==> config.mk <==
export PLATFORM = sky130hd
export DESIGN_NAME = gfp_rx_delineator
export DESIGN_NICKNAME = d
export VERILOG_FILES = /design/src/include/gfp_rx_pkg.sv /design/src/rtl/gfp_rx_delineator.sv
export SDC_FILE = /design/constraint.sdc
export NUM_CORES = 1
export LEC_CHECK = 0
export BUFFER_PORTS_ARGS = -buffer_cell sky130_fd_sc_hd__buf_2
export CORE_MARGIN = 4
export CORE_UTILIZATION = 56
export CTS_BUF_LIST = sky130_fd_sc_hd__clkbuf_4 sky130_fd_sc_hd__clkbuf_8 sky130_fd_sc_hd__clkbuf_16
export DETAILED_ROUTE_END_ITERATION = 10
export GPL_TIMING_DRIVEN = 1
export HOLD_SLACK_MARGIN = 0.08
export PLACE_DENSITY = 0.82
export RECOVER_POWER = 100
export SKIP_LAST_GASP = 1
export SYNTH_ARGS = -nofsm -noshare
export SYNTH_HDL_FRONTEND = slang
export SYNTH_SLANG_ARGS = --single-unit
==> constraint.sdc <==
create_clock -name pclk -period 4 [get_ports pclk]
set_input_delay 1.2 -clock pclk [delete_from_list [all_inputs] [get_ports pclk]]
set_output_delay 1.2 -clock pclk [all_outputs]
set_load 0.02 [all_outputs]
==> src/include/gfp_rx_pkg.sv <==
package gfp_rx_pkg;
  // core header and check polynomials
  localparam logic [31:0] CORE_HDR_XOR   = 32'hB6AB31E0;
  localparam logic [15:0] HEC_POLY       = 16'h1021;
  localparam logic [15:0] HEC_PRESET     = 16'h0000;
  localparam logic [31:0] FCS_POLY       = 32'h04C11DB7;
  localparam logic [31:0] FCS_PRESET     = 32'hFFFFFFFF;
  localparam logic [31:0] FCS_RESIDUE    = 32'hC704DD7B;
  localparam int          DSCR_LEN       = 43;
  // core header: octets that follow its first octet, then its full length in octets
  localparam logic [16:0] HDR_TAIL       = 17'h00003;
  localparam logic [16:0] HDR_LEN        = 17'h00004;
  // payload header layout, as octet index within the payload area
  localparam logic [15:0] IDX_TYPE_HI    = 16'h0000;
  localparam logic [15:0] IDX_TYPE_LO    = 16'h0001;
  localparam logic [15:0] IDX_EXT_PORTS  = 16'h0004;
  localparam logic [15:0] IDX_EXT_SPARE  = 16'h0005;
  localparam logic [15:0] IDX_EXTENSION_HEADER_CHECK_HI    = 16'h0006;
  localparam logic [15:0] IDX_EXTENSION_HEADER_CHECK_LO    = 16'h0007;
  localparam logic [2:0]  PTI_USER_DATA  = 3'h0;
  localparam logic [2:0]  PTI_USER_CTRL  = 3'h1;
  localparam logic [3:0]  EXI_LINEAR     = 4'h1;
  localparam logic [7:0]  CSF_LOSS_SIG   = 8'h00;
  localparam logic [7:0]  CSF_LOSS_SYNC  = 8'h01;
  // register map
  localparam logic [11:0] ADDR_CTRL      = 12'h000;
  localparam logic [11:0] ADDR_STATUS    = 12'h004;
  localparam logic [11:0] ADDR_COUNTS    = 12'h008;
  localparam logic [11:0] ADDR_EXT       = 12'h00C;
  localparam int          CTRL_DELTA_LSB = 0;
  localparam int          CTRL_NCSF_LSB  = 4;
  localparam logic [3:0]  DELTA_RST      = 4'h1;
  localparam logic [3:0]  NCSF_RST       = 4'h3;
  localparam int          ST_STATE_LSB   = 0;
  localparam int          ST_SF_BIT      = 2;
  localparam int          ST_CSF_BIT     = 3;
  localparam int          ST_CSFC_BIT    = 4;
  localparam int          ST_FCSE_BIT    = 5;
  localparam int          ST_EHECE_BIT   = 6;
  localparam int          CNT_FCSE_LSB   = 16;
  localparam int          EXT_SP_LSB     = 4;
  localparam int          EXT_SPARE_LSB  = 8;
  // client-fail indication spacing
  localparam int unsigned CLK_MHZ        = 250;
  localparam int unsigned CSF_PERIOD_MS  = 1000;
  localparam int unsigned CSF_PERIOD_CYC = CSF_PERIOD_MS * 1000 * CLK_MHZ;

  typedef enum logic [1:0] {ST_SEARCH, ST_TENT, ST_LOCK} dlin_state_t;
endpackage

==> src/rtl/gfp_rx_delineator.sv <==
// Implementation choices: the APB register port and the register addresses.
`timescale 1ns/1ns
// Function
// find frames by header check correlation
// search tests last four octets, no correction
// first match in search enters tentative; code locks at once when match threshold is zero
// tentative checks only next presumed header
// enough consecutive matches enter locked state
// tentative mismatch returns to search
// locked follows lengths, fixes single-bit errors
// multi-bit error: lose sync, server fail
// idle frames counted, never forwarded
// match threshold configurable, default one
// parallel tentative framers optional, not built
// check sequence crc-32, preset all ones
// covers payload area octets, msb first
// remainder inverted forms sent check value
// receiver accepts on fixed residue
// client fail: user control type, code
// source sends client fail about once/second
// clear client fail after missed indications
// server fail on trail fail, lock clears
// undefined extension fields are zero
// linear header: dest port, source port, spare
// extension check covers extension octets only
// header check x16+x12+x5+1, zero preset
// remove header xor pattern before checking
// descramble only locked payload, keep state
// next header at start+4+length
module gfp_rx_delineator
  import gfp_rx_pkg::*;
#(
  parameter int unsigned CSF_PERIOD = CSF_PERIOD_CYC
) (
  input  wire logic        pclk,
  input  wire logic        presetn,
  input  wire logic [11:0] paddr,
  input  wire logic        psel,
  input  wire logic        penable,
  input  wire logic        pwrite,
  input  wire logic [31:0] pwdata,
  output logic      [31:0] prdata,
  output logic             pready,
  output logic             pslverr,
  input  wire logic [7:0]  rx_data,
  input  wire logic        rx_valid,
  input  wire logic        trail_fail_event,
  output logic      [7:0]  out_data,
  output logic             out_valid,
  output logic             out_sof,
  output logic             out_eof,
  output logic             frame_fcs_ok,
  output logic             server_fail_indication,
  output logic             client_fail_indication,
  output logic             client_fail_code,
  output logic      [3:0]  destination_port_field,
  output logic      [3:0]  source_port_field,
  output logic             locked
);
  ////////////////////////////////////////////////////////////////////////////
  function automatic logic [15:0] hec16(input logic [15:0] d);
    logic [15:0] c;
    c = HEC_PRESET;
    for (int i = 15; i >= 0; i--) begin
      if (c[15] ^ d[i]) c = {c[14:0], 1'b0} ^ HEC_POLY;
      else c = {c[14:0], 1'b0};
    end
    return c;
  endfunction
  function automatic logic [31:0] fcs8(input logic [31:0] c_in, input logic [7:0] d);
    logic [31:0] c;
    c = c_in;
    for (int i = 7; i >= 0; i--) begin
      if (c[31] ^ d[i]) c = {c[30:0], 1'b0} ^ FCS_POLY;
      else c = {c[30:0], 1'b0};
    end
    return c;
  endfunction
  // syndrome of each single-bit error; constant tables after synthesis
  function automatic logic [32:0] fix_mask(input logic [15:0] syn);
    logic [31:0] e;
    logic [32:0] r;
    r = '0;
    for (int i = 0; i < 32; i++) begin
      e = 32'h1 << i;
      if ((hec16(e[31:16]) ^ e[15:0]) == syn) r = {1'b1, e};
    end
    return r;
  endfunction
  ////////////////////////////////////////////////////////////////////////////
  dlin_state_t           state_r;
  logic [31:0]           win_r;
  logic [16:0]           cnt_r;
  logic [3:0]            mcnt_r;
  logic [DSCR_LEN-1:0]   dscr_r;
  logic [15:0]           idx_r;
  logic [31:0]           fcs_r;
  logic [2:0]            pti_r;
  logic                  pfi_r;
  logic [3:0]            exi_r;
  logic [7:0]            upi_r;
  logic [23:0]           ext_r;
  logic [3:0]            delta_r;
  logic [3:0]            ncsf_r;
  logic [3:0]            miss_r;
  logic [31:0]           sec_r;
  logic                  seen_r;
  logic                  fcs_err_r;
  logic                  extension_header_check_err_r;
  logic [15:0]           idle_cnt_r;
  logic [15:0]           fcse_cnt_r;
  logic [31:0]           win_nxt;
  logic [31:0]           hdr;
  logic [15:0]           syn;
  logic [32:0]           fix;
  logic [15:0]           payload_length_field;
  logic                  hdr_pt;
  logic                  hdr_ok;
  logic                  hdr_fixable;
  logic                  pl;
  logic                  last;
  logic [7:0]            oct;
  logic [DSCR_LEN-1:0]   dscr_nxt;
  logic [31:0]           fcs_nxt;
  logic                  fcs_good;
  logic                  csf_frame;
  logic                  sec_tick;
  always_comb begin
    win_nxt = {win_r[23:0], rx_data};
    hdr = win_nxt ^ CORE_HDR_XOR;
    syn = hec16(hdr[31:16]) ^ hdr[15:0];
    fix = fix_mask(syn);
    hdr_ok = (syn == 16'h0000);
    // correction is only honoured in the locked state
    hdr_fixable = (state_r == ST_LOCK) && fix[32];
    payload_length_field = hdr_ok ? hdr[31:16] : hdr[31:16] ^ fix[31:16];
    hdr_pt = rx_valid && (state_r == ST_SEARCH || cnt_r == 17'h00000);
    pl = rx_valid && (state_r == ST_LOCK) && (cnt_r > HDR_TAIL);
    last = pl && (cnt_r == HDR_LEN);
    dscr_nxt = dscr_r;
    for (int i = 7; i >= 0; i--) begin
      oct[i] = rx_data[i] ^ dscr_nxt[DSCR_LEN-1];
      dscr_nxt = {dscr_nxt[DSCR_LEN-2:0], rx_data[i]};
    end
    fcs_nxt = fcs8(fcs_r, oct);
    fcs_good = !pfi_r || (fcs_nxt == FCS_RESIDUE);
    csf_frame = last && fcs_good && (pti_r == PTI_USER_CTRL);
    sec_tick = (sec_r == CSF_PERIOD - 1);
  end
  ////////////////////////////////////////////////////////////////////////////
  // delineation state machine
  always_ff @(posedge pclk or negedge presetn) begin
    if (!presetn) begin
      state_r <= ST_SEARCH;
      cnt_r <= '0;
      mcnt_r <= '0;
    end else if (rx_valid) begin
      cnt_r <= cnt_r - 17'h00001;
      case (state_r)
        ST_SEARCH: begin
          if (hdr_ok) begin
            state_r <= (delta_r == 4'h0) ? ST_LOCK : ST_TENT;
            cnt_r <= {1'b0, payload_length_field} + HDR_TAIL;
            mcnt_r <= 4'h0;
          end
        end
        ST_TENT: begin
          if (hdr_pt) begin
            if (hdr_ok) begin
              cnt_r <= {1'b0, payload_length_field} + HDR_TAIL;
              mcnt_r <= mcnt_r + 4'h1;
              if (mcnt_r + 4'h1 >= delta_r) state_r <= ST_LOCK;
            end else begin
              state_r <= ST_SEARCH;
            end
          end
        end
        ST_LOCK: begin
          if (hdr_pt) begin
            if (hdr_ok || hdr_fixable) cnt_r <= {1'b0, payload_length_field} + HDR_TAIL;
            else state_r <= ST_SEARCH;
          end
        end
        default: state_r <= ST_SEARCH;
      endcase
    end
  end
  ////////////////////////////////////////////////////////////////////////////
  // payload area: descrambler, index, check sequence, header fields
  always_ff @(posedge pclk or negedge presetn) begin
    if (!presetn) begin
      win_r <= '0;
      dscr_r <= '0;
    end else if (rx_valid) begin
      win_r <= win_nxt;
      if (pl) dscr_r <= dscr_nxt;
    end
  end
  always_ff @(posedge pclk or negedge presetn) begin
    if (!presetn) begin
      idx_r <= '0;
      fcs_r <= FCS_PRESET;
      pti_r <= '0;
      pfi_r <= 1'b0;
      exi_r <= '0;
      upi_r <= '0;
      ext_r <= '0;
      extension_header_check_err_r <= 1'b0;
    end else if (hdr_pt && state_r == ST_LOCK) begin
      idx_r <= '0;
      fcs_r <= FCS_PRESET;
    end else if (pl) begin
      idx_r <= idx_r + 16'h0001;
      fcs_r <= fcs_nxt;
      case (idx_r)
        IDX_TYPE_HI: {pti_r, pfi_r, exi_r} <= oct;
        IDX_TYPE_LO: upi_r <= oct;
        IDX_EXT_PORTS: ext_r[23:16] <= oct;
        IDX_EXT_SPARE: ext_r[15:8] <= oct;
        IDX_EXTENSION_HEADER_CHECK_HI: ext_r[7:0] <= oct;
        IDX_EXTENSION_HEADER_CHECK_LO: begin
          // only the extension octets feed this check, not type or its check
          if (exi_r == EXI_LINEAR) extension_header_check_err_r <= (hec16(ext_r[23:8]) != {ext_r[7:0], oct});
        end
        default: ;
      endcase
    end
  end
  // received spare bits are read back unchecked; defined fields expose zero when absent
  always_ff @(posedge pclk or negedge presetn) begin
    if (!presetn) begin
      destination_port_field <= '0;
      source_port_field <= '0;
    end else if (last && exi_r == EXI_LINEAR && !extension_header_check_err_r) begin
      destination_port_field <= ext_r[23:20];
      source_port_field <= ext_r[19:16];
    end else if (last && exi_r != EXI_LINEAR) begin
      destination_port_field <= '0;
      source_port_field <= '0;
    end
  end
  ////////////////////////////////////////////////////////////////////////////
  // client stream out; idle frames carry no payload so nothing leaves
  always_ff @(posedge pclk or negedge presetn) begin
    if (!presetn) begin
      out_data <= '0;
      out_valid <= 1'b0;
      out_sof <= 1'b0;
      out_eof <= 1'b0;
      frame_fcs_ok <= 1'b0;
      fcs_err_r <= 1'b0;
    end else begin
      out_valid <= pl;
      out_data <= pl ? oct : 8'h00;
      out_sof <= pl && (idx_r == IDX_TYPE_HI);
      out_eof <= last;
      frame_fcs_ok <= last && fcs_good;
      if (last) fcs_err_r <= !fcs_good;
    end
  end
  always_ff @(posedge pclk or negedge presetn) begin
    if (!presetn) begin
      idle_cnt_r <= '0;
      fcse_cnt_r <= '0;
    end else begin
      if (hdr_pt && state_r == ST_LOCK && (hdr_ok || hdr_fixable) && payload_length_field == 16'h0000) begin
        idle_cnt_r <= idle_cnt_r + 16'h0001;
      end
      if (last && !fcs_good) fcse_cnt_r <= fcse_cnt_r + 16'h0001;
    end
  end
  ////////////////////////////////////////////////////////////////////////////
  // server fail: raised by trail fail or sync loss, dropped in any other cycle spent in the locked state
  always_ff @(posedge pclk or negedge presetn) begin
    if (!presetn) begin
      server_fail_indication <= 1'b0;
      locked <= 1'b0;
    end else begin
      locked <= (state_r == ST_LOCK);
      if (trail_fail_event || (hdr_pt && state_r == ST_LOCK && !hdr_ok && !hdr_fixable)) begin
        server_fail_indication <= 1'b1;
      end else if (state_r == ST_LOCK) begin
        server_fail_indication <= 1'b0;
      end
    end
  end
  // client fail defect; expected once per period, cleared after ncsf misses
  always_ff @(posedge pclk or negedge presetn) begin
    if (!presetn) begin
      sec_r <= '0;
      seen_r <= 1'b0;
      miss_r <= '0;
      client_fail_indication <= 1'b0;
      client_fail_code <= 1'b0;
    end else begin
      sec_r <= sec_tick ? 32'h00000000 : sec_r + 32'h00000001;
      if (csf_frame) begin
        client_fail_indication <= 1'b1;
        client_fail_code <= (upi_r == CSF_LOSS_SYNC);
        seen_r <= 1'b1;
        miss_r <= '0;
      end else if (sec_tick) begin
        seen_r <= 1'b0;
        if (!seen_r && client_fail_indication) begin
          if (miss_r + 4'h1 >= ncsf_r) begin
            client_fail_indication <= 1'b0;
            miss_r <= '0;
          end else begin
            miss_r <= miss_r + 4'h1;
          end
        end
      end
    end
  end
  ////////////////////////////////////////////////////////////////////////////
  // APB slave, one wait state
  logic [31:0] rd_val;
  logic        rd_hit;
  logic [1:0]  st_code;
  always_comb begin
    case (state_r)
      ST_TENT: st_code = 2'h1;
      ST_LOCK: st_code = 2'h2;
      default: st_code = 2'h0;
    endcase
    rd_val = '0;
    rd_hit = 1'b1;
    case (paddr)
      ADDR_CTRL: begin
        rd_val[CTRL_DELTA_LSB +: 4] = delta_r;
        rd_val[CTRL_NCSF_LSB +: 4] = ncsf_r;
      end
      ADDR_STATUS: begin
        rd_val[ST_STATE_LSB +: 2] = st_code;
        rd_val[ST_SF_BIT] = server_fail_indication;
        rd_val[ST_CSF_BIT] = client_fail_indication;
        rd_val[ST_CSFC_BIT] = client_fail_code;
        rd_val[ST_FCSE_BIT] = fcs_err_r;
        rd_val[ST_EHECE_BIT] = extension_header_check_err_r;
      end
      ADDR_COUNTS: rd_val = {fcse_cnt_r, idle_cnt_r};
      ADDR_EXT: begin
        rd_val[3:0] = destination_port_field;
        rd_val[EXT_SP_LSB +: 4] = source_port_field;
        rd_val[EXT_SPARE_LSB +: 8] = ext_r[15:8];
      end
      default: rd_hit = 1'b0;
    endcase
  end
  always_ff @(posedge pclk or negedge presetn) begin
    if (!presetn) begin
      pready <= 1'b0;
      prdata <= '0;
      pslverr <= 1'b0;
    end else begin
      pready <= psel && penable && !pready;
      prdata <= (psel && penable && !pready && !pwrite) ? rd_val : 32'h00000000;
      pslverr <= psel && penable && !pready && !rd_hit;
    end
  end
  always_ff @(posedge pclk or negedge presetn) begin
    if (!presetn) begin
      delta_r <= DELTA_RST;
      ncsf_r <= NCSF_RST;
    end else if (psel && penable && pready && pwrite && paddr == ADDR_CTRL) begin
      delta_r <= pwdata[CTRL_DELTA_LSB +: 4];
      ncsf_r <= pwdata[CTRL_NCSF_LSB +: 4];
    end
  end
endmodule

[Word level (Yosys, flattened, before mapping)]
Index checks and enable logic that the tools add are counted.
Cells by class
  muxes and demuxes: 182
  bitwise gates (word level): 88
  reduce and logical (&&, ||, !) cells: 64
  eq/ne operators: 56
  add/subtract/negate cells: 8
  $lt $le $gt $ge: 3
Operator list (number)
  $mux 16: 68
  $mux 33: 32
  $mux 13: 32
  $mux 27: 8
  $mux 32: 4
  $not 14->14: 8
  $not 3->3: 30
  $eq 16x16->1 const A: 5
  $mux 17: 4
  $eq 13x16->1 const A: 4
  $eq 14x16->1 const A: 4
  $eq 15x16->1 const A: 4
  $eq 16x3->1 const B: 4
  $pmux 17 s3: 1
  $add 16x1->16 const B: 3
  $logic_not 16->1: 3
  $xor 1x1->1: 43
  $mux 4: 10
  $add 32x1->32 const B: 1
  $eq 10x16->1 const A: 2
  $eq 11x16->1 const A: 2
  $eq 12x16->1 const A: 2
  $eq 32x28->1 const B: 1
  $eq 32x32->1 const B: 1
  54 further kinds: 125
Storage, ports and cells
  register bits after elaboration: 315
  output and inout bits: 58

[Longest topological paths before layout]
Gate-level depths: netlist of the first run.
  depth after elaboration: 96
  gate-level depth with buffers: 15

[Least setup slack after synthesis of the first run]
Ideal clock, no wire load.
  path type: input to register
  start: input rx_data[1]
  end: register cnt_r[14]
  data arrival time: 4.568 ns
  setup time: 0.064 ns
  required time: 3.936 ns
  slack: -0.632 ns
  buffers on the path: 1
  cell stages on the path: 13
  cells stage by stage: clkbuf_1 -> xnor3_1 -> xnor2_1 -> and3_1 -> o21ai_0 -> nor4_1 -> xor2_1 -> ha_1 -> nor4_2 -> nand4_1 -> xor2_1 -> a221oi_1 -> a21o_1
Between the ends
  word-level cells in the longest chain between the ends: 39
  elaborated cells on any way between the ends: 76
  those cells by class: add/sub: 1; eq/ne: 32; mux: 38; bitwise: 2; reduce/logical: 3
RTL lines
  start: declaration: RTL line gfp_rx_delineator.sv:45  | input wire logic [7:0] rx_data,
  $xor 16x16->16 *: RTL line gfp_rx_delineator.sv:131  | syn = hec16(hdr[31:16]) ^ hdr[15:0];
  $eq 2x16->1 / $eq 1x16->1 (equally long branches): RTL line gfp_rx_delineator.sv:86  | if ((hec16(e[31:16]) ^ e[15:0]) == syn) r = {1'b1, e};
  $mux 33 (31 in series): RTL line gfp_rx_delineator.sv:86
  $xor 16x16->16 / $mux 33 (equally long branches): RTL line gfp_rx_delineator.sv:136, gfp_rx_delineator.sv:86
  $mux 16 / $logic_and 1x1->1 (equally long branches): RTL line gfp_rx_delineator.sv:136, gfp_rx_delineator.sv:135
  $add 16x2->17 / $logic_or 1x1->1 (equally long branches): RTL line gfp_rx_delineator.sv:163, gfp_rx_delineator.sv:170, gfp_rx_delineator.sv:180
  $mux 17 (on tied branches): RTL line gfp_rx_delineator.sv:180, gfp_rx_delineator.sv:161, gfp_rx_delineator.sv:169
  $mux 17 (on tied branches): RTL line gfp_rx_delineator.sv:179, gfp_rx_delineator.sv:168
  $pmux 17 s3 *: RTL line gfp_rx_delineator.sv:159  | case (state_r)
  end signal: assignment: RTL line gfp_rx_delineator.sv:163  | cnt_r <= {1'b0, payload_length_field} + HDR_TAIL;
  end signal: assignment: RTL line gfp_rx_delineator.sv:170  | cnt_r <= {1'b0, payload_length_field} + HDR_TAIL;
  end signal: assignment: RTL line gfp_rx_delineator.sv:180  | if (hdr_ok || hdr_fixable) cnt_r <= {1'b0, payload_length_field} + HDR_TAIL;
  end: declaration: RTL line gfp_rx_delineator.sv:93  | logic [16:0] cnt_r;
Every way passes the cells marked *; elsewhere a longest branch is shown, timed or not.
A chain may end at the register's enable or synchronous reset.

[Worst setup path in the final report of the first run]
  start: register win_r[16]
  end: register cnt_r[0]
Between the ends
  word-level cells in the longest chain between the ends: 50
  elaborated cells on any way between the ends: 90
  those cells by class: add/sub: 1; eq/ne: 32; mux: 47; bitwise: 7; reduce/logical: 3
RTL lines
  start: declaration: RTL line gfp_rx_delineator.sv:92  | logic [31:0] win_r;
  start signal: assignment: RTL line gfp_rx_delineator.sv:195  | win_r <= win_nxt;
  $xor 1x1->1 *: RTL line gfp_rx_delineator.sv:65  | if (c[15] ^ d[i]) c = {c[14:0], 1'b0} ^ HEC_POLY;
  $mux 13 *: RTL line gfp_rx_delineator.sv:65
  $mux 13 (3 in series): RTL line gfp_rx_delineator.sv:65
  $mux 13 *: RTL line gfp_rx_delineator.sv:65
  $not 3->3 (no line)
  $mux 13 (4 in series): RTL line gfp_rx_delineator.sv:65
  $xor 16x16->16 *: RTL line gfp_rx_delineator.sv:131
  $eq 2x16->1 / $eq 1x16->1 (equally long branches): RTL line gfp_rx_delineator.sv:86
  $mux 33 (31 in series): RTL line gfp_rx_delineator.sv:86
  $xor 16x16->16 / $mux 33 (equally long branches): RTL line gfp_rx_delineator.sv:136, gfp_rx_delineator.sv:86
  $mux 16 / $logic_and 1x1->1 (equally long branches): RTL line gfp_rx_delineator.sv:136, gfp_rx_delineator.sv:135
  $add 16x2->17 / $logic_or 1x1->1 (equally long branches): RTL line gfp_rx_delineator.sv:163, gfp_rx_delineator.sv:170, gfp_rx_delineator.sv:180
  $mux 17 (on tied branches): RTL line gfp_rx_delineator.sv:180, gfp_rx_delineator.sv:161, gfp_rx_delineator.sv:169
  $mux 17 (on tied branches): RTL line gfp_rx_delineator.sv:179, gfp_rx_delineator.sv:168
  $pmux 17 s3 *: RTL line gfp_rx_delineator.sv:159
Marks and branches as above.

==> reports/results.ini, run 1 <==
[run_status]
status=finished, violations left
violations=capacitance limit, slew limit, setup timing

[worst_setup_path]
crit_type=flop to flop
crit_path_end_kind=flop
crit_required_ps=4390
cp_max_fo=6
worstPathArrival_ps=4420
critPathLaunchType=flop

[drt]
drt_iter0_drc=1654
ant_nets=0
wl_per_cell_um=19.16
route.detailed.drc=0
viasPerCell=5.981
wirelength_mm=49.42
drtPass1Iterations=6
num_vias=15426

[clocking]
cts_tree=yes
cts_made_buffers=34
htree_levels=2
ctsRootBufferMaster=clkbuf_16
worstSkewPairLatency_ps=530
hold_buffers=0
cts.sinks=315
clockBufferDepth=3
path_clk_slew_ps=60

[placed_design]
port_buffers=92
dp_hpwl_mm=33.38
dp_slack_ps=-579.1
place.gp.congestion=0.9679

[power]
p_leak_nw=10.23
peakVddDrop_uv=583.8
power.density_nw_per_um2=540.7

[sta]
final-hold-violation-count=0
finalCritPeriodShare_pct=100.7
slew_headroom_pct=-63.65
setup_ws_ps=-27.53
finalSetupViolCount=1
tightest_slew_ps=2455
skew_ps=19.70
drv_slew=98
period_minus_slack_ps=4028
fin_setup_tns_ps=-27.53
fmax_mhz=248.3
rsz0062_at_grt=yes

[run]
maxCapViolCount=1

[finish]
area_growth_pct=25.71
drive_above_1_share_pct=25.06
num-nets-final=2240
n_antenna_cell=0
utilization_pct=72.19
nFillCells=2048
seqCellArea_um2=7931
multiInputGateArea_um2=10120

[die]
core-area_um2=30910
initial_core_util_pct=57.43
io_pins=117
rows=64
die_area_um2=34610
die_h_um=186.0
die_w_um=186.0

[global_route]
grt_max_degree=99
grt.total_usage_pct=26.93
first_global_vias=14910
antenna_found_initial=0
grt_overflow=0
grt_pass1_wl_mm=76.00

[synth]
synth_area_um2=17750
netlist_instances=1843
synth_warnings=0
synth_flop_cell=dfrtp_1
ys_ff_latch=315
syn-num-nets=1925
async_flop_share_pct=100.0
syn_avg_cell_area_um2=9.631
synthDistinctLibCells=87
synth_edf_count=0
synth_seq_area_share_pct=44.65

[worst_hold_path]
min_path_type=flop to flop

==> stage by stage <==
stage / instance area [µm²] / std cells / hold slack (ps) / power [mW]
2_1_floorplan: 18000 / 1843 / 433.7 / 5.915
3_3_place_gp: 20410 / 2483 / 447.0 / 7.484
3_5_place_dp: 20410 / 2483 / 450.8 / 7.570
4_1_cts: 21610 / 2544 / 466.8 / 10.88
5_1_grt: 22320 / 2579 / 485.0 / 12.53
6_report: 22320 / 2579 / 462.8 / 12.07
==> critical path, cell delays in order (launching register included) <==
cell	delay, ps
dfrtp_2	430
xor3_2	450
buf_4	180
xnor2_4	140
buf_4	170
xnor2_4	260
buf_4	180
and4_1	280
o2111ai_2	190
o31a_1	170
o2111a_1	250
and2_4	190
a211o_1	360
o211a_1	230
a221oi_1	240
o22ai_1	160
==> placed cells by master, fill, tap and decap left out, types with 29 or more instances in the layout <==
cell / n
xor2_1: 97
inv_1: 38
dfrtp_1: 276
clkbuf_16: 36
xnor2_1: 141
a21oi_1: 73
nor2_1: 171
buf_2: 32
nand2_1: 279
nor3_1: 44
and3_1: 42
clkbuf_1: 65
nand4_1: 29
o21ai_0: 73
buf_4: 233
mux2_2: 30
nand3_1: 56
dfstp_2: 35
==> state kept, by name, summed over array words and instances, names as in the netlist, 8 cells and up <==
signal / count
idle_cnt_r: 16
upi_r: 8
win_r: 24
out_data: 8
fcse_cnt_r: 16
prdata: 32
idx_r: 16
ext_r: 24
sec_r: 32
dscr_r: 43
cnt_r: 17
fcs_r: 32
==> synthesized netlist by cell type (all sizes together) (9+ instances only) <==
cell / n / area share [%]
nand2: 286 / 6.0
dfrtp: 280 / 39
nor2: 175 / 3.7
xnor2: 168 / 8.9
xor2: 115 / 5.8
o21ai: 81 / 2.3
a21oi: 75 / 2.2
nand3: 62 / 1.8
clkbuf: 56 / 1.2
nor3: 47 / 1.4
and3: 42 / 1.5
inv: 38 / 0.80
dfstp: 35 / 5.2
nor4: 34 / 1.3
mux2: 31 / 2.0
nand4: 30 / 1.1
mux2i: 25 / 1.4
ha: 23 / 1.6
xnor3: 19 / 2.4
buf: 18 / 0.55
and2: 14 / 0.51
a22o: 13 / 0.64
a22oi: 10 / 0.42
o22a: 10 / 0.49
a31oi: 9 / 0.32
nand2b: 9 / 0.32
o211ai: 9 / 0.38
==> repair_timing <==
| item | CTS | global route |
|---|---|---|
| buffers inserted | 0 | 34 |
| pin swaps | 0 | 42 |
| setup endpoints to repair | 16 | 37 |
| gates resized for setup | 7 | 93 |
| cloned | 0 | 1 |
==> report_power, final <==
group          internal, mW  switching [mW]
Sequential             3.28           0.142
Clock                  1.95            1.34
Combinational          2.51            2.85
==> kinds of logic (layout without fill, tap and decap cells) <==
group           after synthesis  count (layout)  share of synthesized area, %
flops                       315             315                         44.65
fa+ha+maj                    23              23                         1.621
mux                          56              56                         3.376
simple gates                751             751                         20.02
xor+xnor                    306             306                         17.67
compound gates              278             278                         10.08
buf+inv                     114             454                         2.580
==> layer usage <==
layer,vias to the layer above,wire (µm),share of wire (%),track usage (%)
li1,7010,-,-,-
met1,7523,20090,41,36.77
met5,-,0,0,0
met3,157,3798,7.7,4.241
met2,736,23730,48,44.48
met4,0,1795,3.6,8.686
==> area by class of cell <==
class / count / area share, %
clock buffer: 44 / 4.396
clock inverter: 17 / 0.8691
tap: 396 / 2.220
inverter: 40 / 0.6728
sequential: 315 / 35.54
timing repair buffer: 353 / 10.97
multi-input combinational: 1414 / 45.33
==> path summary, 6_finish.rpt <==
| check | startpoint | slack, ps | depth (start not counted) | endpoint |
|---|---|---|---|---|
| worst max-delay path | win_r[16]$_DFFE_PN0P_ | -30 | 15 | cnt_r[0]$_DFFE_PN0P_ |
| worst min register to register | fcse_cnt_r[15]$_DFFE_PN0P_ | 460 | 1 | fcse_cnt_r[15]$_DFFE_PN0P_ |
| worst min-delay path | fcse_cnt_r[15]$_DFFE_PN0P_ | 460 | 1 | fcse_cnt_r[15]$_DFFE_PN0P_ |
| min in group asynchronous | presetn | 1410 | 1 | dscr_r[20]$_DFFE_PN0P_ |
| worst max register to register | win_r[16]$_DFFE_PN0P_ | -30 | 15 | cnt_r[0]$_DFFE_PN0P_ |
| max in group asynchronous | presetn | 550 | 2 | win_r[13]$_DFFE_PN0P_ |
Power figures use the tool's default switching activity.
==> inputs of run 2 (changes only) <==
--- a/config.mk
+++ b/config.mk
@@ -14,6 +14,8 @@
 export HOLD_SLACK_MARGIN = 0.08
 export PLACE_DENSITY = 0.82
 export RECOVER_POWER = 100
+export REMOVE_ABC_BUFFERS = 1
+export SETUP_SLACK_MARGIN = 0.1
 export SKIP_LAST_GASP = 1
 export SYNTH_ARGS = -nofsm -noshare
 export SYNTH_HDL_FRONTEND = slang
==> run 2 against run 1 <==
Against the previous run:
- largest cell class unchanged
- combinational power is 9.9% higher
- the run ends with capacitance limit, slew limit left
- critical endpoint is now idle_cnt_r[3]$_DFFE_PN0P_
- non-clock buffer count is 47 higher
- setup slack better by 45 ps
- largest power group unchanged
- clock skew is 5.7 ps lower
==> reports/results.ini, run 2 (same netlist as run 1, synthesis figures left out) <==
[run_status]
status=finished, violations left
violations=capacitance limit, slew limit

[sta]
period_minus_slack_ps=3983  ; -44.69 ps
slew_headroom_pct=-32.65  ; +31 points
tightest_slew_ps=1990  ; -465.0 ps
finalCritPeriodShare_pct=99.57  ; -1.1 points
rsz0062_at_grt=yes
final-hold-violation-count=0  ; unchanged
finalSetupViolCount=0  ; -1
fin_setup_tns_ps=0  ; +27.53 ps
drv_slew=80  ; -18%
fmax_mhz=251.1  ; +1.1%
skew_ps=14.00  ; -5.704 ps

[clocking]
cts.sinks=315  ; unchanged
cts_made_buffers=35  ; +2.9%
hold_buffers=0  ; unchanged
ctsRootBufferMaster=clkbuf_16
path_clk_slew_ps=60  ; about the same
clockBufferDepth=3  ; unchanged
cts_tree=yes
worstSkewPairLatency_ps=540  ; about the same
htree_levels=2  ; unchanged

[drt]
wl_per_cell_um=19.79  ; +3.3%
route.detailed.drc=0  ; unchanged
drt-met1-wl_mm=20.96  ; +4.3%
viasPerCell=5.965  ; -0.28%
wl_met2_mm=25.09  ; +5.7%
drtPass1Iterations=6  ; unchanged
drt_iter0_drc=1503  ; -9.1%
wirelength_mm=52.01  ; +5.2%
ant_nets=0  ; unchanged
num_vias=15675  ; +1.6%
routed.top_layer=met4
route.met3.wl_mm=3.696  ; -2.7%

[finish]
layout_commonest_cell=dfrtp_1
nFillCells=2019  ; -1.4%
final_area_um2=22930  ; +2.7%
regMostFlops=dscr_r
largest_register_ff_count=43  ; unchanged
drive_above_1_share_pct=27.46  ; +2.4 points
layout_common_cells=278 x dfrtp_1, 276 x nand2_1, 272 x buf_4, 172 x nor2_1, 136 x xnor2_1
num-nets-final=2288  ; +2.1%
n_antenna_cell=0  ; unchanged
area_growth_pct=29.16
stdcell_count=2628  ; +1.9%

[placed_design]
dpl.cell_count=2520  ; +1.5%
place_area_um2=20490  ; +0.36%
dp_hpwl_mm=35.20  ; +5.5%
port_buffers=92  ; unchanged
place.gp.congestion=0.9663  ; -0.17%

[worst_setup_path]
reg2reg_depth=15  ; unchanged
worstPathArrival_ps=4390  ; -30 ps
crit_required_ps=4410  ; +20 ps
rrSetupSlack_ps=20  ; +40 ps
crit_top_cell=buf_12
critPathLaunchType=flop
cp_max_fo=8  ; +2
reg2reg_from=win_r[18]$_DFFE_PN0P_
r2r_end=idle_cnt_r[3]$_DFFE_PN0P_
crit_type=flop to flop
path_buf_inv=3  ; unchanged
cp_top_family=simple AND/OR/NAND/NOR gates
cp_slowest_stage_delay_ps=540  ; +90 ps
crit_chain=xnor3_2 -> buf_12 -> xnor2_2 -> xor2_2 -> or4_4 -> nor4_4 -> buf_4 -> a311oi_1 -> o2111a_1 -> and2_4 -> o21ai_1 -> and4_4 -> buf_12 -> nand4_1 -> xnor2_1
crit_path_end_kind=flop
slowest_stage=or4_4

[power]
peakVddDrop_uv=433.2  ; -26%
power.density_nw_per_um2=549.4  ; +1.6%
p_leak_nw=10.60  ; +3.6%

[worst_hold_path]
whs_path_depth=2  ; +1
min_from=dscr_r[28]$_DFFE_PN0P_
worstHoldEndpoint=dscr_r[36]$_DFFE_PN0P_
min_path_type=flop to flop

[die]
rows=64  ; unchanged
die_w_um=186.0  ; unchanged
initial_core_util_pct=57.43  ; unchanged
io_pins=117  ; unchanged
die_h_um=186.0  ; unchanged
die_area_um2=34610  ; unchanged
core-area_um2=30910  ; unchanged

[run]
maxCapViolCount=1  ; unchanged

[global_route]
grt_max_degree=83  ; -16%
first_global_vias=15709  ; +5.4%
grt_overflow=0  ; unchanged
grt.total_usage_pct=28.81  ; +1.9 points
antenna_found_initial=0  ; unchanged
grt_pass1_wl_mm=80.33  ; +5.7%

==> run 2: changes by cell type in the layout (fill, tap and decap cells not counted), moves of 5 or more <==
cell / change
xnor3_1: +8
xnor3_2: -8
buf_6: +9
buf_4: +39
xnor2_1: -5
==> run 2: power by group <==
part / total, mW / leakage, nW / internal (mW) / switching [mW]
logic: 5.89 / 5.89 / 2.88 / 3.02
clock network: 3.28 / 0.599 / 1.93 / 1.36
registers: 3.42 / 4.11 / 3.28 / 0.140
==> run 2: layout make-up <==
type	instances	area [µm²]	area share (%)
clock inverter	12	155.1	0.6767
tap	396	495.5	2.161
timing repair buffer	400	2853	12.44
sequential	315	7929	34.58
clock buffer	51	1052	4.590
multi-input combinational	1414	10290	44.89
inverter	40	150.1	0.6549
==> run 2: worst max-delay path by stage <==
stage / depth (start not counted) / slack [ps] / to / from
2_1_floorplan: 10 / -420 / idle_cnt_r[1]$_DFFE_PN0P_ / rx_data[3]
3_3_place_gp: 16 / -620 / cnt_r[7]$_DFFE_PN0P_ / rx_data[3]
3_5_place_dp: 12 / -660 / miss_r[2]$_DFFE_PN0P_ / rx_data[3]
4_1_cts: 14 / 80 / idle_cnt_r[7]$_DFFE_PN0P_ / win_r[22]$_DFFE_PN0P_
5_1_grt: 15 / -90 / idle_cnt_r[7]$_DFFE_PN0P_ / win_r[15]$_DFFE_PN0P_
6_report: 15 / 20 / idle_cnt_r[3]$_DFFE_PN0P_ / win_r[18]$_DFFE_PN0P_
==> run 2: tightest hold or removal path: cells and delay by family (launching register included) <==
family	cells	cell delay (ps)
DFF	1	340
and+or+nand+nor	2	90
==> run 2: per-layer routing <==
layer	vias up	GRT usage, %
met5	-	0
met4	0	10.87
met3	178	4.593
met2	704	48.21
met1	7677	38.05
li1	7116	-
==> run 2: timing repair <==
action	4_1_cts	5_1_grt
pin swaps	34	40
setup buffers	22	22
setup endpoints to repair	51	57
resized for setup	72	107
endpoints found under the hold margin	0	0
gates cloned	1	0
==> run 2: stage by stage <==
stage                     util, %  worst slack (ps)  hold slack [ps]  power, mW
final                       74.17             17.15            464.8      12.60
after global placement      66.28            -621.6            448.0      7.935
after CTS                   72.25             82.64            462.3      11.97
after floorplan                 -            -421.2            433.7      5.810
after detailed placement    66.28            -664.6            450.5      7.993
after global routing        74.17            -86.74            488.6      13.11
==> inputs of run 3 (changes only) <==
--- a/config.mk
+++ b/config.mk
@@ -5,14 +5,14 @@
 export SDC_FILE = /design/constraint.sdc
 export NUM_CORES = 1
 export LEC_CHECK = 0
-export BUFFER_PORTS_ARGS = -buffer_cell sky130_fd_sc_hd__buf_2
 export CORE_MARGIN = 4
-export CORE_UTILIZATION = 56
+export CORE_UTILIZATION = 58
 export CTS_BUF_LIST = sky130_fd_sc_hd__clkbuf_4 sky130_fd_sc_hd__clkbuf_8 sky130_fd_sc_hd__clkbuf_16
 export DETAILED_ROUTE_END_ITERATION = 10
+export DONT_BUFFER_PORTS = 1
 export GPL_TIMING_DRIVEN = 1
 export HOLD_SLACK_MARGIN = 0.08
-export PLACE_DENSITY = 0.82
+export PLACE_DENSITY = 0.8
 export RECOVER_POWER = 100
 export REMOVE_ABC_BUFFERS = 1
 export SETUP_SLACK_MARGIN = 0.1
==> run 3 against run 2 <==
Against the previous run:
- the run now ends clean
- combinational power fell by 3.7%
- clock power shrank 2%
- clock skew increased by 3.7 ps
- die area down 3.3%
- via count down 4.7%
- maximum frequency decreased by 0.28%
- count of clock-buffer cells in the layout shrank 3
- critical path depth increased by 1
- first-iteration DRC count decreased by 6.5%
- critical path type unchanged
- largest cell class unchanged
- largest power group unchanged
==> reports/results.ini, run 3 (same netlist as run 1, synthesis figures left out) <==
[die]
die_h_um=182.9  ; -1.7%
io_pins=117  ; unchanged
die_w_um=182.9  ; -1.7%
core-area_um2=29950  ; -3.1%
die_area_um2=33470  ; -3.3%
rows=63  ; -1.6%
initial_core_util_pct=59.26  ; +1.8 points

[drt]
drtPass1Iterations=6  ; unchanged
wirelength_mm=48.57  ; -6.6%
route.detailed.drc=0  ; unchanged
drt_iter0_drc=1405  ; -6.5%
wl_per_cell_um=19.47  ; -1.6%
ant_nets=0  ; unchanged
num_vias=14945  ; -4.7%
viasPerCell=5.990  ; +0.43%

[finish]
seqCellArea_um2=7929  ; unchanged
multiInputGateArea_um2=10300  ; about the same
area_growth_pct=24.88
largest_register_ff_count=43  ; unchanged
layout_common_cells=278 x nand2_1, 278 x dfrtp_1, 237 x buf_4, 168 x nor2_1, 138 x xnor2_1
drive_above_1_share_pct=25.43  ; -2.0 points
nFillCells=1967  ; -2.6%
regMostFlops=dscr_r
num-nets-final=2161  ; -5.6%

[sta]
setup_ws_ps=6.147  ; -11.01 ps
slew_headroom_pct=35.11  ; +68 points
finalSetupViolCount=0  ; unchanged
drv_slew=0  ; -100%
period_minus_slack_ps=3994  ; +11.01 ps
rsz0062_at_grt=yes
tightest_slew_ps=971.2  ; -1019 ps
fmax_mhz=250.4  ; -0.28%
finalCritPeriodShare_pct=99.85  ; +0.28 points
skew_ps=17.74  ; +3.734 ps
final-hold-violation-count=0  ; unchanged

[worst_setup_path]
r2r_end=cnt_r[7]$_DFFE_PN0P_
crit_top_cell=buf_4
worstPathArrival_ps=4400  ; about the same
startpoint=win_r[17]$_DFFE_PN0P_
cp_slowest_stage_delay_ps=490  ; -50 ps
crit_type=flop to flop
slowest_stage=xnor3_4
crit_required_ps=4410  ; about the same
crit_end=cnt_r[7]$_DFFE_PN0P_
path_buf_inv=4  ; +1
critical_path_depth=16  ; +1
cp_top_family=XOR/XNOR gates
reg2reg_depth=16  ; +1
reg2reg_from=win_r[17]$_DFFE_PN0P_
crit_path_end_kind=flop
rrSetupSlack_ps=6  ; about the same
critPathLaunchType=flop
crit_chain=xnor3_4 -> buf_4 -> xor2_4 -> nor4b_4 -> o211ai_1 -> nor4_2 -> buf_4 -> xnor2_1 -> buf_4 -> a21o_1 -> nor3_4 -> buf_6 -> xor2_4 -> nor3_2 -> a311oi_1 -> o21ai_1
cp_max_fo=9  ; +1

[clocking]
cts.sinks=315  ; unchanged
cts_made_buffers=35  ; unchanged
path_clk_slew_ps=60  ; about the same
cts_tree=yes
hold_buffers=0  ; unchanged
htree_levels=2  ; unchanged
worstSkewPairLatency_ps=540  ; about the same
clockBufferDepth=3  ; unchanged
ctsRootBufferMaster=clkbuf_16

[power]
power.density_nw_per_um2=554.8  ; +0.99%
total_power_mw=12.30  ; -2.4%
peakVddDrop_uv=442.1  ; +2.1%
p_leak_nw=10.17  ; -4.0%

[global_route]
grt_pass1_wl_mm=76.06  ; -5.3%
antenna_found_initial=1  ; +1
grt.total_usage_pct=27.66  ; -1.2 points
first_global_vias=14713  ; -6.3%
grt_overflow=0  ; unchanged
grt_max_degree=316  ; +280%

[placed_design]
dp_slack_ps=-519.6  ; +145.0 ps
port_buffers=0  ; -100%
dp_hpwl_mm=33.18  ; -5.7%
place.gp.congestion=0.9239  ; -4.4%

[run_status]
status=completed

[worst_hold_path]
min_path_type=input port to asynchronous set/reset pin

[run]
maxCapViolCount=0  ; -1

==> run 3: cell types whose count changed in the layout (fill, tap and decap cells not counted), moves of 4 or more <==
cell,before,now
buf_12,9,5
buf_4,272,237
nor3_2,6,2
nor2_1,172,168
clkbuf_1,66,10
xor2_2,17,11
xor2_4,2,8
nor2_2,2,7
buf_2,33,0
==> run 3: metrics by stage <==
stage	setup TNS [ps]	std cells	hold WS, ps	util, %	cell area [µm²]
6_report	0	2495	360.1	74.00	22170
5_1_grt	-1311	2495	346.5	74.00	22170
4_1_cts	0	2461	351.8	70.53	21130
3_5_place_dp	-21840	2393	452.1	65.82	19720
3_3_place_gp	-20030	2393	446.6	65.82	19720
2_1_floorplan	-11970	1769	433.7	-	17440
==> run 3: worst min-delay path by stage <==
stage	startpoint	cells past startpoint	endpoint	slack, ps
2_1_floorplan	fcse_cnt_r[15]$_DFFE_PN0P_	1	fcse_cnt_r[15]$_DFFE_PN0P_	430
3_3_place_gp	dscr_r[12]$_DFFE_PN0P_	2	dscr_r[20]$_DFFE_PN0P_	450
3_5_place_dp	dscr_r[21]$_DFFE_PN0P_	2	dscr_r[29]$_DFFE_PN0P_	450
4_1_cts	presetn	0	sec_r[4]$_DFF_PN0_	350
5_1_grt	presetn	0	prdata[24]$_DFF_PN0_	350
6_report	presetn	0	prdata[22]$_DFF_PN0_	360
==> run 3: where the power goes <==
part	leakage (nW)	internal (mW)	switching (mW)
combinational	5.49	2.80	2.87
clock	0.575	1.86	1.34
sequential	4.11	3.28	0.136
==> run 3: cell type report <==
class                           instances  area share [%]
Multi-Input combinational cell       1414           46.47
Sequential cell                       315           35.77
Timing Repair Buffer                  273           9.630
Clock buffer                           48           4.561
Tap cell                              390           2.201
Clock inverter                         14          0.6774
Inverter                               40          0.6774
Antenna cell                            1         0.01129
==> run 3: timing repair <==
action,CTS,global route
gates cloned,0,1
resized for setup,35,149
setup endpoints to repair,49,54
setup buffers,6,32
pin swaps,10,40
==> run 3: per-layer routing <==
metal	part of all wire, %	vias to the layer above	wire, µm	global-route usage (%)
li1	-	6855	-	-
met1	41	7397	20070	37.59
met2	49	578	23800	46.44
met3	6.7	115	3277	3.987
met4	2.9	0	1429	8.582
met5	0	-	0	0
